<file path="src/rtl/dasp_pkg.sv">
// Purpose: shared constants and types for the first async serial port
// Assumes: 250 MHz core clock
// Notes: timing counts derived from clock rate and bit rate
package dasp_pkg;
   // ----------------------------------------
   // timing
   // ----------------------------------------
   localparam int unsigned CLOCK_HZ = 250_000_000;
   localparam int unsigned BAUD_MIN = 115_200;
   localparam int unsigned BAUD_MAX = 921_600;
   localparam int unsigned BAUD_DEFAULT = 115_200;
   localparam int unsigned DIV_W = 16;
   // ----------------------------------------
   // framing
   // ----------------------------------------
   localparam int unsigned DATA_BITS = 8;
   localparam int unsigned STOP_BITS = 1;
   localparam int unsigned FIFO_DEPTH = 8;
   localparam int unsigned FIFO_SPARE = 2;
   localparam logic LINE_IDLE = 1'b1;
   localparam logic HS_ACTIVE = 1'b0;
   localparam logic HS_INACTIVE = 1'b1;
   // ----------------------------------------
   // types
   // ----------------------------------------
   typedef logic [DATA_BITS-1:0] dasp_byte_type;
   typedef struct packed {
      logic valid;
      dasp_byte_type data;
   } dasp_char_type;
   typedef enum logic [1:0] {
      ST_IDLE,
      ST_START,
      ST_DATA,
      ST_STOP
   } dasp_state_type;
endpackage

</file>
<file path="src/rtl/dasp_fifo.sv">
// Purpose: small synchronous fifo with valid/ready on both sides
// Assumes: depth is a power of two
// Notes: read data comes from a register
module dasp_fifo #(
   parameter int unsigned WIDTH = 8,
   parameter int unsigned DEPTH = 8
) (
   // clock and reset
   input wire logic clock,
   input wire logic rst_n,
   // write side
   input wire logic in_valid,
   output logic in_ready,
   input wire logic [WIDTH-1:0] in_data,
   // read side
   output logic out_valid,
   input wire logic out_ready,
   output logic [WIDTH-1:0] out_data,
   // fill level
   output logic [$clog2(DEPTH):0] level
);
   localparam int unsigned AW = $clog2(DEPTH);
   logic [WIDTH-1:0] mem_reg [DEPTH];
   logic [AW:0] wptr_reg;
   logic [AW:0] rptr_reg;
   logic [AW:0] count;
   logic push;
   logic pop;

   assign count = wptr_reg - rptr_reg;
   assign level = count;
   assign in_ready = (count != (AW+1)'(DEPTH)) ? 1'b1 : 1'b0;
   assign push = in_valid & in_ready;
   // output register refills as soon as it is consumed
   assign pop = (count != '0) & (~out_valid | out_ready);

   always_ff @(posedge clock) begin
      if (push) begin
         mem_reg[wptr_reg[AW-1:0]] <= in_data;
      end
   end

   always_ff @(posedge clock or negedge rst_n) begin
      if (!rst_n) begin
         wptr_reg <= '0;
         rptr_reg <= '0;
         out_valid <= 1'b0;
         out_data <= '0;
      end else begin
         if (push) begin
            wptr_reg <= wptr_reg + 1'b1;
         end
         if (pop) begin
            rptr_reg <= rptr_reg + 1'b1;
            out_data <= mem_reg[rptr_reg[AW-1:0]];
            out_valid <= 1'b1;
         end else if (out_ready) begin
            out_valid <= 1'b0;
         end
      end
   end
endmodule // dasp_fifo

</file>
<file path="src/rtl/dasp_port.sv">
// Purpose: first async serial port, module side (dce) of a 4-wire link
// Assumes: line inputs synchronous to clock; rate fixed per build
// Notes: modem control pins are plain gpio pass-through
//
// Functional notes
// - each character is 8 data bits, one stop bit, no parity, both ways.
// - the port runs at one fixed bit rate between 115200 and 921600 bps, no autobaud; BAUD is not checked against this range, and the bench builds 12500000.
// - transmit waits while the host send request is inactive; clear-to-send drops two slots short of full.
// - data low is 0 and high is 1; handshake lines are active low.
// - the module takes serial data and send request in, drives serial out and clear-to-send.
// - only the two data and two handshake lines carry the link; the modem control pins have no modem function.
// - a low carrier detect line while starting up selects firmware download mode.
// - the unused modem control pins act as general-purpose pins; carrier detect is also the startup strap.
module dasp_port #(
   parameter int unsigned BAUD = dasp_pkg::BAUD_DEFAULT,
   parameter int unsigned DEPTH = dasp_pkg::FIFO_DEPTH
) (
   // clock and reset
   input wire logic clock,
   input wire logic reset_n,
   // serial link
   input wire logic serial_in_from_host,
   input wire logic host_send_request_n,
   output logic serial_out_to_host,
   output logic module_clear_to_send_n,
   // transmit stream from core
   input wire logic tx_valid,
   output logic tx_ready,
   input wire logic [7:0] tx_data,
   // receive stream to core
   output logic rx_valid,
   input wire logic rx_ready,
   output logic [7:0] rx_data,
   output logic rx_frame_error,
   // startup strap
   input wire logic startup_phase,
   output logic download_mode,
   // general-purpose pins
   input wire logic [3:0] gpio_in,
   input wire logic [3:0] gpio_out,
   input wire logic [3:0] gpio_oe,
   output logic [3:0] gpio_pin_out,
   output logic [3:0] gpio_pin_oe,
   output logic [3:0] gpio_pin_in
);
   // ----------------------------------------
   // derived timing
   // ----------------------------------------
   // bit period rounds down; the rate error stays small at this clock
   localparam int unsigned BIT_CYC = dasp_pkg::CLOCK_HZ / BAUD;
   localparam logic [dasp_pkg::DIV_W-1:0] BIT_LAST = dasp_pkg::DIV_W'(BIT_CYC - 1);
   localparam logic [dasp_pkg::DIV_W-1:0] HALF_LAST = dasp_pkg::DIV_W'(BIT_CYC / 2 - 1);
   localparam logic [2:0] LAST_BIT = 3'(dasp_pkg::DATA_BITS - 1);
   localparam int unsigned LW = $clog2(DEPTH) + 1;
   localparam logic [LW-1:0] FULL_MARK = LW'(DEPTH - dasp_pkg::FIFO_SPARE);

   // ----------------------------------------
   // helpers
   // ----------------------------------------
   // handshake lines are active low in both directions
   function automatic logic hs_active(input logic line);
      return line == dasp_pkg::HS_ACTIVE;
   endfunction
   // divider compare shared by both directions
   function automatic logic count_done(input logic [dasp_pkg::DIV_W-1:0] div,
                                       input logic [dasp_pkg::DIV_W-1:0] last);
      return div == last;
   endfunction

   // ----------------------------------------
   // reset release
   // ----------------------------------------
   // two flops so the release never lands near a clock edge
   logic rst_meta_reg;
   logic rst_n;
   always_ff @(posedge clock or negedge reset_n) begin
      if (!reset_n) begin
         rst_meta_reg <= 1'b0;
         rst_n <= 1'b0;
      end else begin
         rst_meta_reg <= 1'b1;
         rst_n <= rst_meta_reg;
      end
   end

   // ----------------------------------------
   // startup strap and gpio
   // ----------------------------------------
   // gpio index 1 doubles as carrier detect input during startup
   // strap sampled every startup cycle, last value wins
   always_ff @(posedge clock or negedge rst_n) begin
      if (!rst_n) begin
         download_mode <= 1'b0;
      end else if (startup_phase) begin
         download_mode <= hs_active(gpio_in[1]);
      end
   end

   // modem lines carry no handshake meaning here
   always_ff @(posedge clock or negedge rst_n) begin
      if (!rst_n) begin
         gpio_pin_out <= '0;
      end else begin
         gpio_pin_out <= gpio_out;
      end
   end

   always_ff @(posedge clock or negedge rst_n) begin
      if (!rst_n) begin
         gpio_pin_oe <= '0;
      end else begin
         gpio_pin_oe <= gpio_oe;
      end
   end

   always_ff @(posedge clock or negedge rst_n) begin
      if (!rst_n) begin
         gpio_pin_in <= '0;
      end else begin
         gpio_pin_in <= gpio_in;
      end
   end

   // ----------------------------------------
   // transmitter
   // ----------------------------------------
   dasp_pkg::dasp_state_type tx_state_reg;
   logic [dasp_pkg::DIV_W-1:0] tx_div_reg;
   logic [2:0] tx_bit_reg;
   dasp_pkg::dasp_byte_type tx_shift_reg;
   logic tx_tick;
   assign tx_tick = count_done(tx_div_reg, BIT_LAST);

   // bit timer restarts at every boundary and rests while idle
   always_ff @(posedge clock or negedge rst_n) begin
      if (!rst_n) begin
         tx_div_reg <= '0;
      end else if (tx_state_reg == dasp_pkg::ST_IDLE || tx_tick) begin
         tx_div_reg <= '0;
      end else begin
         tx_div_reg <= tx_div_reg + 1'b1;
      end
   end

   // tx_ready is a one-cycle take pulse; the core drops tx_valid after it
   always_ff @(posedge clock or negedge rst_n) begin
      if (!rst_n) begin
         tx_state_reg <= dasp_pkg::ST_IDLE;
         tx_bit_reg <= '0;
         tx_shift_reg <= '0;
         tx_ready <= 1'b0;
         serial_out_to_host <= dasp_pkg::LINE_IDLE;
      end else begin
         tx_ready <= 1'b0;
         case (tx_state_reg)
            dasp_pkg::ST_IDLE: begin
               serial_out_to_host <= dasp_pkg::LINE_IDLE;
               // hold off while host send request is inactive
               if (tx_valid && !tx_ready && hs_active(host_send_request_n)) begin
                  tx_shift_reg <= tx_data;
                  tx_ready <= 1'b1;
                  tx_state_reg <= dasp_pkg::ST_START;
                  serial_out_to_host <= 1'b0;
               end
            end
            dasp_pkg::ST_START: begin
               if (tx_tick) begin
                  serial_out_to_host <= tx_shift_reg[0];
                  tx_shift_reg <= tx_shift_reg >> 1;
                  tx_bit_reg <= '0;
                  tx_state_reg <= dasp_pkg::ST_DATA;
               end
            end
            dasp_pkg::ST_DATA: begin
               if (tx_tick) begin
                  if (tx_bit_reg == LAST_BIT) begin
                     serial_out_to_host <= dasp_pkg::LINE_IDLE;
                     tx_state_reg <= dasp_pkg::ST_STOP;
                  end else begin
                     serial_out_to_host <= tx_shift_reg[0];
                     tx_shift_reg <= tx_shift_reg >> 1;
                     tx_bit_reg <= tx_bit_reg + 1'b1;
                  end
               end
            end
            default: begin
               // single stop bit, no parity
               if (tx_tick) begin
                  tx_state_reg <= dasp_pkg::ST_IDLE;
               end
            end
         endcase
      end
   end

   // ----------------------------------------
   // receiver
   // ----------------------------------------
   dasp_pkg::dasp_state_type rx_state_reg;
   logic [dasp_pkg::DIV_W-1:0] rx_div_reg;
   logic [2:0] rx_bit_reg;
   dasp_pkg::dasp_byte_type rx_shift_reg;
   dasp_pkg::dasp_char_type rx_char_reg;
   logic fifo_ready;
   logic [LW-1:0] fifo_level;
   logic rx_point;
   // hold register waits for fifo room; an ignored cts can overwrite it

   // sample point: mid start bit, then one bit period apart
   assign rx_point = (rx_state_reg == dasp_pkg::ST_START) ? count_done(rx_div_reg, HALF_LAST)
                                                          : count_done(rx_div_reg, BIT_LAST);

   // divider rests in idle so the start edge sets the phase
   always_ff @(posedge clock or negedge rst_n) begin
      if (!rst_n) begin
         rx_div_reg <= '0;
      end else if (rx_state_reg == dasp_pkg::ST_IDLE || rx_point) begin
         rx_div_reg <= '0;
      end else begin
         rx_div_reg <= rx_div_reg + 1'b1;
      end
   end

   always_ff @(posedge clock or negedge rst_n) begin
      if (!rst_n) begin
         rx_state_reg <= dasp_pkg::ST_IDLE;
         rx_bit_reg <= '0;
         rx_shift_reg <= '0;
         rx_char_reg <= '0;
         rx_frame_error <= 1'b0;
      end else begin
         rx_frame_error <= 1'b0;
         if (rx_char_reg.valid && fifo_ready) begin
            rx_char_reg.valid <= 1'b0;
         end
         case (rx_state_reg)
            dasp_pkg::ST_IDLE: begin
               if (serial_in_from_host == 1'b0) begin
                  rx_state_reg <= dasp_pkg::ST_START;
               end
            end
            dasp_pkg::ST_START: begin
               // centre of start bit; a short glitch aborts
               if (rx_point) begin
                  rx_bit_reg <= '0;
                  rx_state_reg <= serial_in_from_host ? dasp_pkg::ST_IDLE : dasp_pkg::ST_DATA;
               end
            end
            dasp_pkg::ST_DATA: begin
               if (rx_point) begin
                  rx_shift_reg <= {serial_in_from_host, rx_shift_reg[7:1]};
                  rx_bit_reg <= rx_bit_reg + 1'b1;
                  if (rx_bit_reg == LAST_BIT) begin
                     rx_state_reg <= dasp_pkg::ST_STOP;
                  end
               end
            end
            default: begin
               if (rx_point) begin
                  rx_state_reg <= dasp_pkg::ST_IDLE;
                  if (serial_in_from_host == dasp_pkg::LINE_IDLE) begin
                     // overflow drops only if the host ignored clear-to-send
                     rx_char_reg.valid <= 1'b1;
                     rx_char_reg.data <= rx_shift_reg;
                  end else begin
                     rx_frame_error <= 1'b1;
                  end
               end
            end
         endcase
      end
   end

   // ----------------------------------------
   // receive buffer and flow control
   // ----------------------------------------
   dasp_fifo #(
      .WIDTH(dasp_pkg::DATA_BITS),
      .DEPTH(DEPTH)
   ) u_rx_fifo (
      .clock(clock),
      .rst_n(rst_n),
      .in_valid(rx_char_reg.valid),
      .in_ready(fifo_ready),
      .in_data(rx_char_reg.data),
      .out_valid(rx_valid),
      .out_ready(rx_ready),
      .out_data(rx_data),
      .level(fifo_level)
   );

   // spare slots cover a character already in flight when cts drops
   // level leaves out the fifo output register, which holds one byte more
   always_ff @(posedge clock or negedge rst_n) begin
      if (!rst_n) begin
         module_clear_to_send_n <= dasp_pkg::HS_INACTIVE;
      end else if (fifo_level >= FULL_MARK) begin
         module_clear_to_send_n <= dasp_pkg::HS_INACTIVE;
      end else begin
         module_clear_to_send_n <= dasp_pkg::HS_ACTIVE;
      end
   end
endmodule // dasp_port

</file>
<file path="config.mk">
export PLATFORM = sky130hd
export DESIGN_NAME = dasp_port
export DESIGN_NICKNAME = d
export VERILOG_FILES = /design/src/rtl/dasp_pkg.sv /design/src/rtl/dasp_fifo.sv /design/src/rtl/dasp_port.sv
export SDC_FILE = /design/constraint.sdc
export NUM_CORES = 1
export LEC_CHECK = 0
export ABC_AREA = 1
export BUFFER_PORTS_ARGS = -buffer_cell sky130_fd_sc_hd__buf_2
export CAP_MARGIN = 20
export CORE_MARGIN = 2
export CORE_UTILIZATION = 30
export DETAILED_ROUTE_END_ITERATION = 16
export PLACE_DENSITY = 0.57
export SLEW_MARGIN = 20
export SYNTH_ARGS = -nofsm -noshare
export SYNTH_HDL_FRONTEND = slang
export SYNTH_SLANG_ARGS = --single-unit
</file>
<file path="constraint.sdc">
create_clock -name clock -period 2.93 [get_ports clock]
set_clock_uncertainty 0.05 [all_clocks]
set_input_delay 0.1465 -clock clock [delete_from_list [all_inputs] [get_ports clock]]
set_output_delay 0.1465 -clock clock [all_outputs]
set_load 0.01 [all_outputs]
</file>
==> qor.yml, run 1 <==
run_status:
  status: "completed"
routing:
  drtPass1Iterations: 4
  via_per_inst: 4.42
  ant_nets: 0
  initialDrtViolationCount: 367
  num_vias: 5082
  wl_per_cell_um: 13.3
  drc: 0
  wl_um: 15300
clock_network:
  cts_tree: "done"
  cts_resized: 0
  clk_pin_slew_ns: 0.07
  numCtsBuffers: 17
  insertion_delay_ns: 0.43
  clock-root-buffer: "clkbuf_16"
  cts.path.max_buffers: 2
  cts-htree-levels: 4
  clkSinkCount: 167
sta:
  setup_tns_ns: 0
  setup_viol: 0
  tightest_slew_ns: 0.777
  period_share: 0.911
  slew_violations: 0
  relSlewSlack: 0.481
  finalCriticalPeriod_ns: 2.67
  final_hold_viol_count: 0
  max_freq_mhz: 375
  grt_setup_unrepaired: "false"
power_and_ir_drop:
  cellPowerDensity_nw_per_um2: 575
  total_power_w: 0.00502
  peakVddDrop_mv: 0.328
  leakagePower_nw: 3.94
floorplanning:
  rows: 56
  pin_count: 53
  die_x_um: 159
  start_util: 0.306
  die_area_um2: 25300
  coreArea_um2: 23500
  die_y_um: 159
finish:
  area_delta_synth_final_pct: 21.1
  layout.nets: 862
  mostFrequentLayoutCell: "nand2_1"
  drive_above_1_share: 0.136
  final_cell_mix: "nand2_1, dfrtp_1, nor2_1"
  largest_reg_flops: 64
  num_antenna_cells: 0
place:
  dp_hpwl_um: 10400
  gp_congestion: 0.791
  port_buffers: 52
global_routing:
  grt_max_degree: 50
  grt_pass1_vias: 5139
  gr-total-overflow: 0
  grt_first_pass_wirelength_um: 25700
  antenna_found_initial: 0
  grtUsageTotal: 0.127
worst_hold_path:
  worstHoldEndpoint: "tx_shift_reg[3]"
  hold_path.class: "in -> reg"
  hp-start: "tx_data[3]"
  min_path_cells: 3
setup_path:
  critPathRequiredTime_ns: 3.01
  worstPathArrival_ns: 2.75
  worstSetupStartpointType: "flip-flop"
  path_class: "reg -> reg"
  reg2reg_slack_ns: 0.26
  rr_worst_depth: 10
  rr_endpoint: "u_rx_fifo.mem_reg[6][3]"
  r2r-start: "u_rx_fifo.wptr_reg[0]"
  path_max_fanout: 8
  cp-end-kind: "flip-flop"
logic_synthesis:
  synth_area_um2: 7210
  ys.flop_type: "dfrtp_1"
  synth_cell_type_count: 38
  ys_ff_latch: 167
  synth_edf_count: 64
  synth_nets: 768
  synthArstFlopShare: 0.617
  avgSynthCellArea_um2: 9.96
  yosysWarnings: 0
  synthesis.instances: 724
  seq_area_frac_synth: 0.624
job:
  drv_cap: 0
-- logic make-up (layout without fill, tap and decap cells) --
logic type / after synthesis / count (layout) / synth area share
other: 1 / 1 / 0.000520
muxes: 7 / 7 / 0.00972
buffers and inverters: 83 / 190 / 0.0455
DFF: 167 / 167 / 0.624
adders and majority gates: 17 / 17 / 0.0305
AOI/OAI and AO/OA: 114 / 114 / 0.0849
and+or+nand+nor: 325 / 325 / 0.192
xor gates and xnor gates: 10 / 10 / 0.0121
-- cell type report --
class,instances,area (um^2)
Tap cell,319,399
Multi-Input combinational cell,474,2380
Sequential cell,167,4510
Clock buffer,21,462
Clock inverter,11,111
Timing Repair Buffer,90,616
Fill cell,2352,14800
Inverter,68,255
-- worst max-delay path by stage --
stage                               start                       to  slack [ns]  cells after the start
floorplan           u_rx_fifo.rptr_reg[1]  u_rx_fifo.mem_reg[1][0]        0.05                     12
global placement    u_rx_fifo.wptr_reg[0]  u_rx_fifo.mem_reg[6][1]        0.31                     10
detailed placement  u_rx_fifo.wptr_reg[0]  u_rx_fifo.mem_reg[6][1]        0.24                     10
CTS                 u_rx_fifo.wptr_reg[0]  u_rx_fifo.mem_reg[6][1]        0.21                     10
global route        u_rx_fifo.wptr_reg[0]  u_rx_fifo.mem_reg[6][3]        0.06                     10
finish              u_rx_fifo.wptr_reg[0]  u_rx_fifo.mem_reg[6][3]        0.26                     10
-- per-layer routing --
metal  vias to the layer above  track usage  part of all wire
li1                       2604            -                 -
met4                         0       0.0364             0.010
met1                      2382        0.164              0.47
met2                        84        0.212              0.48
met3                        12       0.0318             0.043
met5                         -            0                 0
-- cell usage after synthesis, types with 4 or more instances --
library cell / count / area (um^2)
ha_1: 16 / 200
nor3_1: 16 / 80.1
nor2_1: 88 / 330
dfrtp_1: 101 / 2530
xor2_1: 7 / 61.3
a21oi_1: 19 / 95.1
nand3_1: 40 / 200
o21ai_0: 71 / 355
edfxtp_1: 64 / 1920
mux2i_1: 7 / 70.1
nand4_1: 4 / 25.0
inv_1: 64 / 240
nand2_1: 165 / 619
clkbuf_1: 11 / 41.3
o22ai_1: 16 / 100
-- metrics by stage --
step | hold WS [ns] | cell area, um^2 | utilization | worst slack (ns) | instances
final | 0.0211 | 8730 | 0.371 | 0.260 | 1150
after global routing | 0.0313 | 8730 | 0.371 | 0.0567 | 1150
after CTS | 0.00582 | 8730 | 0.371 | 0.214 | 1150
after detailed placement | -0.111 | 7930 | 0.337 | 0.239 | 1095
after global placement | -0.116 | 7930 | 0.337 | 0.312 | 1095
after floorplan | -0.199 | 7210 | - | 0.0542 | 724
-- repair_timing --
item | 4_1_cts | 5_1_grt
endpoints found under the hold margin | 23 | 0
buffers inserted | 0 | 0
hold buffers | 23 | 0
-- critical path: stages, from the launching register on --
cell and delay [ns]:
dfrtp_1 0.41, inv_1 0.16, ha_1 0.17, inv_1 0.06, fa_1 0.38, xor2_1 0.19, nor3_1 0.09, nand2_1 0.17
nand3_1 0.25, nor3_1 0.23, buf_4 0.21
-- where the power goes --
part,leakage (nW),total [W],internal [W],switching (W)
Clock,0.280,0.00219,0.00123,0.000950
Sequential,1.91,0.00255,0.00248,0.0000731
Combinational,1.75,0.000285,0.000104,0.000181
Total,3.94,0.00502,0.00382,0.00120
Note: power is estimated with default switching activity, not from simulation.
==> run 2: changes to the inputs <==
- CORE_UTILIZATION: 30 -> 54
- PLACE_DENSITY: 0.57 -> 0.86
==> qor.yml, run 2 (synthesis gave the netlist of run 1 again) <==
run_status:
  status: "completed"
clock_network:
  clock-root-buffer: "clkbuf_16"
  clk_pin_slew_ns: 0.06  # about the same
  clkSinkCount: 167  # unchanged
  cts_tree: "done"
  cts_resized: 0  # unchanged
  numCtsBuffers: 17  # unchanged
  cts.path.max_buffers: 2  # unchanged
  insertion_delay_ns: 0.43  # about the same
  cts-htree-levels: 4  # unchanged
setup_path:
  worstPathArrival_ns: 2.74  # about the same
  rr_worst_depth: 9  # -1
  worstSetupStartpointType: "flip-flop"
  cp-end-kind: "flip-flop"
  path_buf_inv: 2  # -1
  path_class: "reg -> reg"
  slowest_stage: "nor2_1"
  critPathRequiredTime_ns: 2.94  # -0.07 ns
  crit_family: "simple AND/OR/NAND/NOR gates"
  startpoint: "u_rx_fifo.wptr_reg[0]"
  cpPeakStageDelay_ns: 0.56  # +0.15 ns
  r2r-start: "u_rx_fifo.wptr_reg[0]"
  crit_chain: "inv_1, ha_1, inv_1, fa_1, xor2_1, nor3_1, nand2_1, nand2_1, nor2_1"
  path_depth: 9  # -1
  path_max_fanout: 8  # unchanged
power_and_ir_drop:
  power.share.clock: 0.439  # +0.004
  p_int_w: 0.00391  # +2.4%
  power_switching_share: 0.229  # -0.0111
  peakVddDrop_mv: 0.284  # -13%
  p_seq_frac: 0.503  # -0.005
  combPwrFrac: 0.059  # +0.002
  cellPowerDensity_nw_per_um2: 592  # +2.9%
  power.switching_w: 0.00116  # -3.7%
  leakagePower_nw: 3.93  # -0.15%
floorplanning:
  die_x_um: 120  # -25%
  coreArea_um2: 13100  # -44%
  start_util: 0.549  # +0.243
  die_y_um: 120  # -25%
  die_area_um2: 14300  # -43%
  pin_count: 53  # unchanged
  rows: 42  # -25%
sta:
  setup_viol: 0  # unchanged
  tightest_slew_ns: 0.710  # -0.0672 ns
  hold_slack_ns: 0.0274  # +0.00636 ns
  grt_setup_unrepaired: "false"
  period_share: 0.931  # +0.0201
  final_hold_viol_count: 0  # unchanged
  finalCriticalPeriod_ns: 2.73  # +0.0590 ns
  slew_violations: 0  # unchanged
  max_freq_mhz: 366  # -2.2%
  setup_tns_ns: 0  # unchanged
  relSlewSlack: 0.525  # +0.0436
finish:
  area_delta_synth_final_pct: 18.8
  post-route-util: 0.652  # +0.281
  finalInstanceArea_um2: 8570  # -1.8%
  largest_reg_flops: 64  # unchanged
  layout.nets: 862  # unchanged
  final_cell_mix: "nand2_1, dfrtp_1, nor2_1"
  num_antenna_cells: 0  # unchanged
  mostFrequentLayoutCell: "nand2_1"
  drive_above_1_share: 0.131  # -0.00481
worst_hold_path:
  hold_path.class: "in -> reg"
  hp-start: "host_send_request_n"
  min_path_cells: 4  # +1
routing:
  initialDrtViolationCount: 511  # +39%
  via_per_inst: 5.40  # +22%
  num_vias: 5433  # +6.9%
  drc: 0  # unchanged
  ant_nets: 0  # unchanged
  wl_um: 15400  # +0.91%
  drtPass1Iterations: 5  # +1
  wl_per_cell_um: 15.3  # +15%
place:
  port_buffers: 52  # unchanged
  gp_congestion: 0.889  # +12%
  placed_area_um2: 7740  # -2.4%
  dp_hpwl_um: 9750  # -6.6%
global_routing:
  gr-total-overflow: 0  # unchanged
  antenna_found_initial: 0  # unchanged
  grt_max_degree: 60  # +20%
  grt_pass1_vias: 5203  # +1.2%
  grt_first_pass_wirelength_um: 25500  # -0.62%
  grtUsageTotal: 0.232  # +0.105
job:
  drv_cap: 0  # unchanged
==> run 2: cell types whose count changed in the layout (fill, tap and decap cells not counted), sizes merged, moves of 2 or more <==
cell      delta
clkinv       +4
clkinvlp     +2
clkbuf       -3
bufinv       +2
inv          -5
==> run 2: worst reg2reg max path: cells and delay by family, from the launching register on <==
family	cells	cell delay, ns
buffers and inverters	2	0.24
adder cells (fa/ha/maj)	2	0.54
AND/OR/NAND/NOR	4	0.92
flip-flops	1	0.41
XOR/XNOR	1	0.20
==> run 2: final cells by class <==
cell class | count | area (um^2)
clock buffers | 18 | 429
clock inverters | 14 | 159
fillers | 977 | 4570
inverters | 68 | 255
multi-input cells | 474 | 2380
repair buffers | 90 | 618
flip-flops and latches | 167 | 4510
well taps | 176 | 220
==> run 2: power groups by stage <==
stage	Combinational, W	Clock (W)	Sequential (W)
floorplan	0.000174	0	0.00259
global placement	0.000258	0	0.00259
detailed placement	0.000269	0	0.00259
CTS	0.000298	0.00225	0.00255
global route	0.000342	0.00238	0.00256
finish	0.000298	0.00222	0.00255
==> run 2: worst paths after layout <==
check / to / slack [ns]
max: u_rx_fifo.mem_reg[7][7] / 0.20
min: tx_ready / 0.03
max reg2reg: u_rx_fifo.mem_reg[7][7] / 0.20
min reg2reg: u_rx_fifo.out_data[4] / 0.28
max in group asynchronous: module_clear_to_send_n / 1.78
min in group asynchronous: u_rx_fifo.out_data[4] / 0.28
==> run 2: stage by stage <==
| step | power, W | cells | worst slack [ns] |
|---|---|---|---|
| final | 0.00507 | 1007 | 0.201 |
| after global routing | 0.00528 | 1007 | 0.0565 |
| after CTS | 0.00509 | 1007 | 0.233 |
| after detailed placement | 0.00286 | 951 | 0.269 |
| after global placement | 0.00285 | 951 | 0.341 |
| after floorplan | 0.00276 | 724 | 0.0542 |
==> run 2: repair_timing <==
| action | CTS | global route |
|---|---|---|
| hold buffers | 24 | 0 |
| hold endpoints to repair | 24 | 0 |
| buffers inserted | 0 | 0 |
==> run 2: routing by layer <==
metal | track usage | vias up | routed length, um
li1 | - | 2602 | -
met1 | 0.307 | 2599 | 6590
met2 | 0.366 | 198 | 7510
met3 | 0.0708 | 34 | 950
met4 | 0.0860 | 0 | 367
met5 | 0 | - | 0
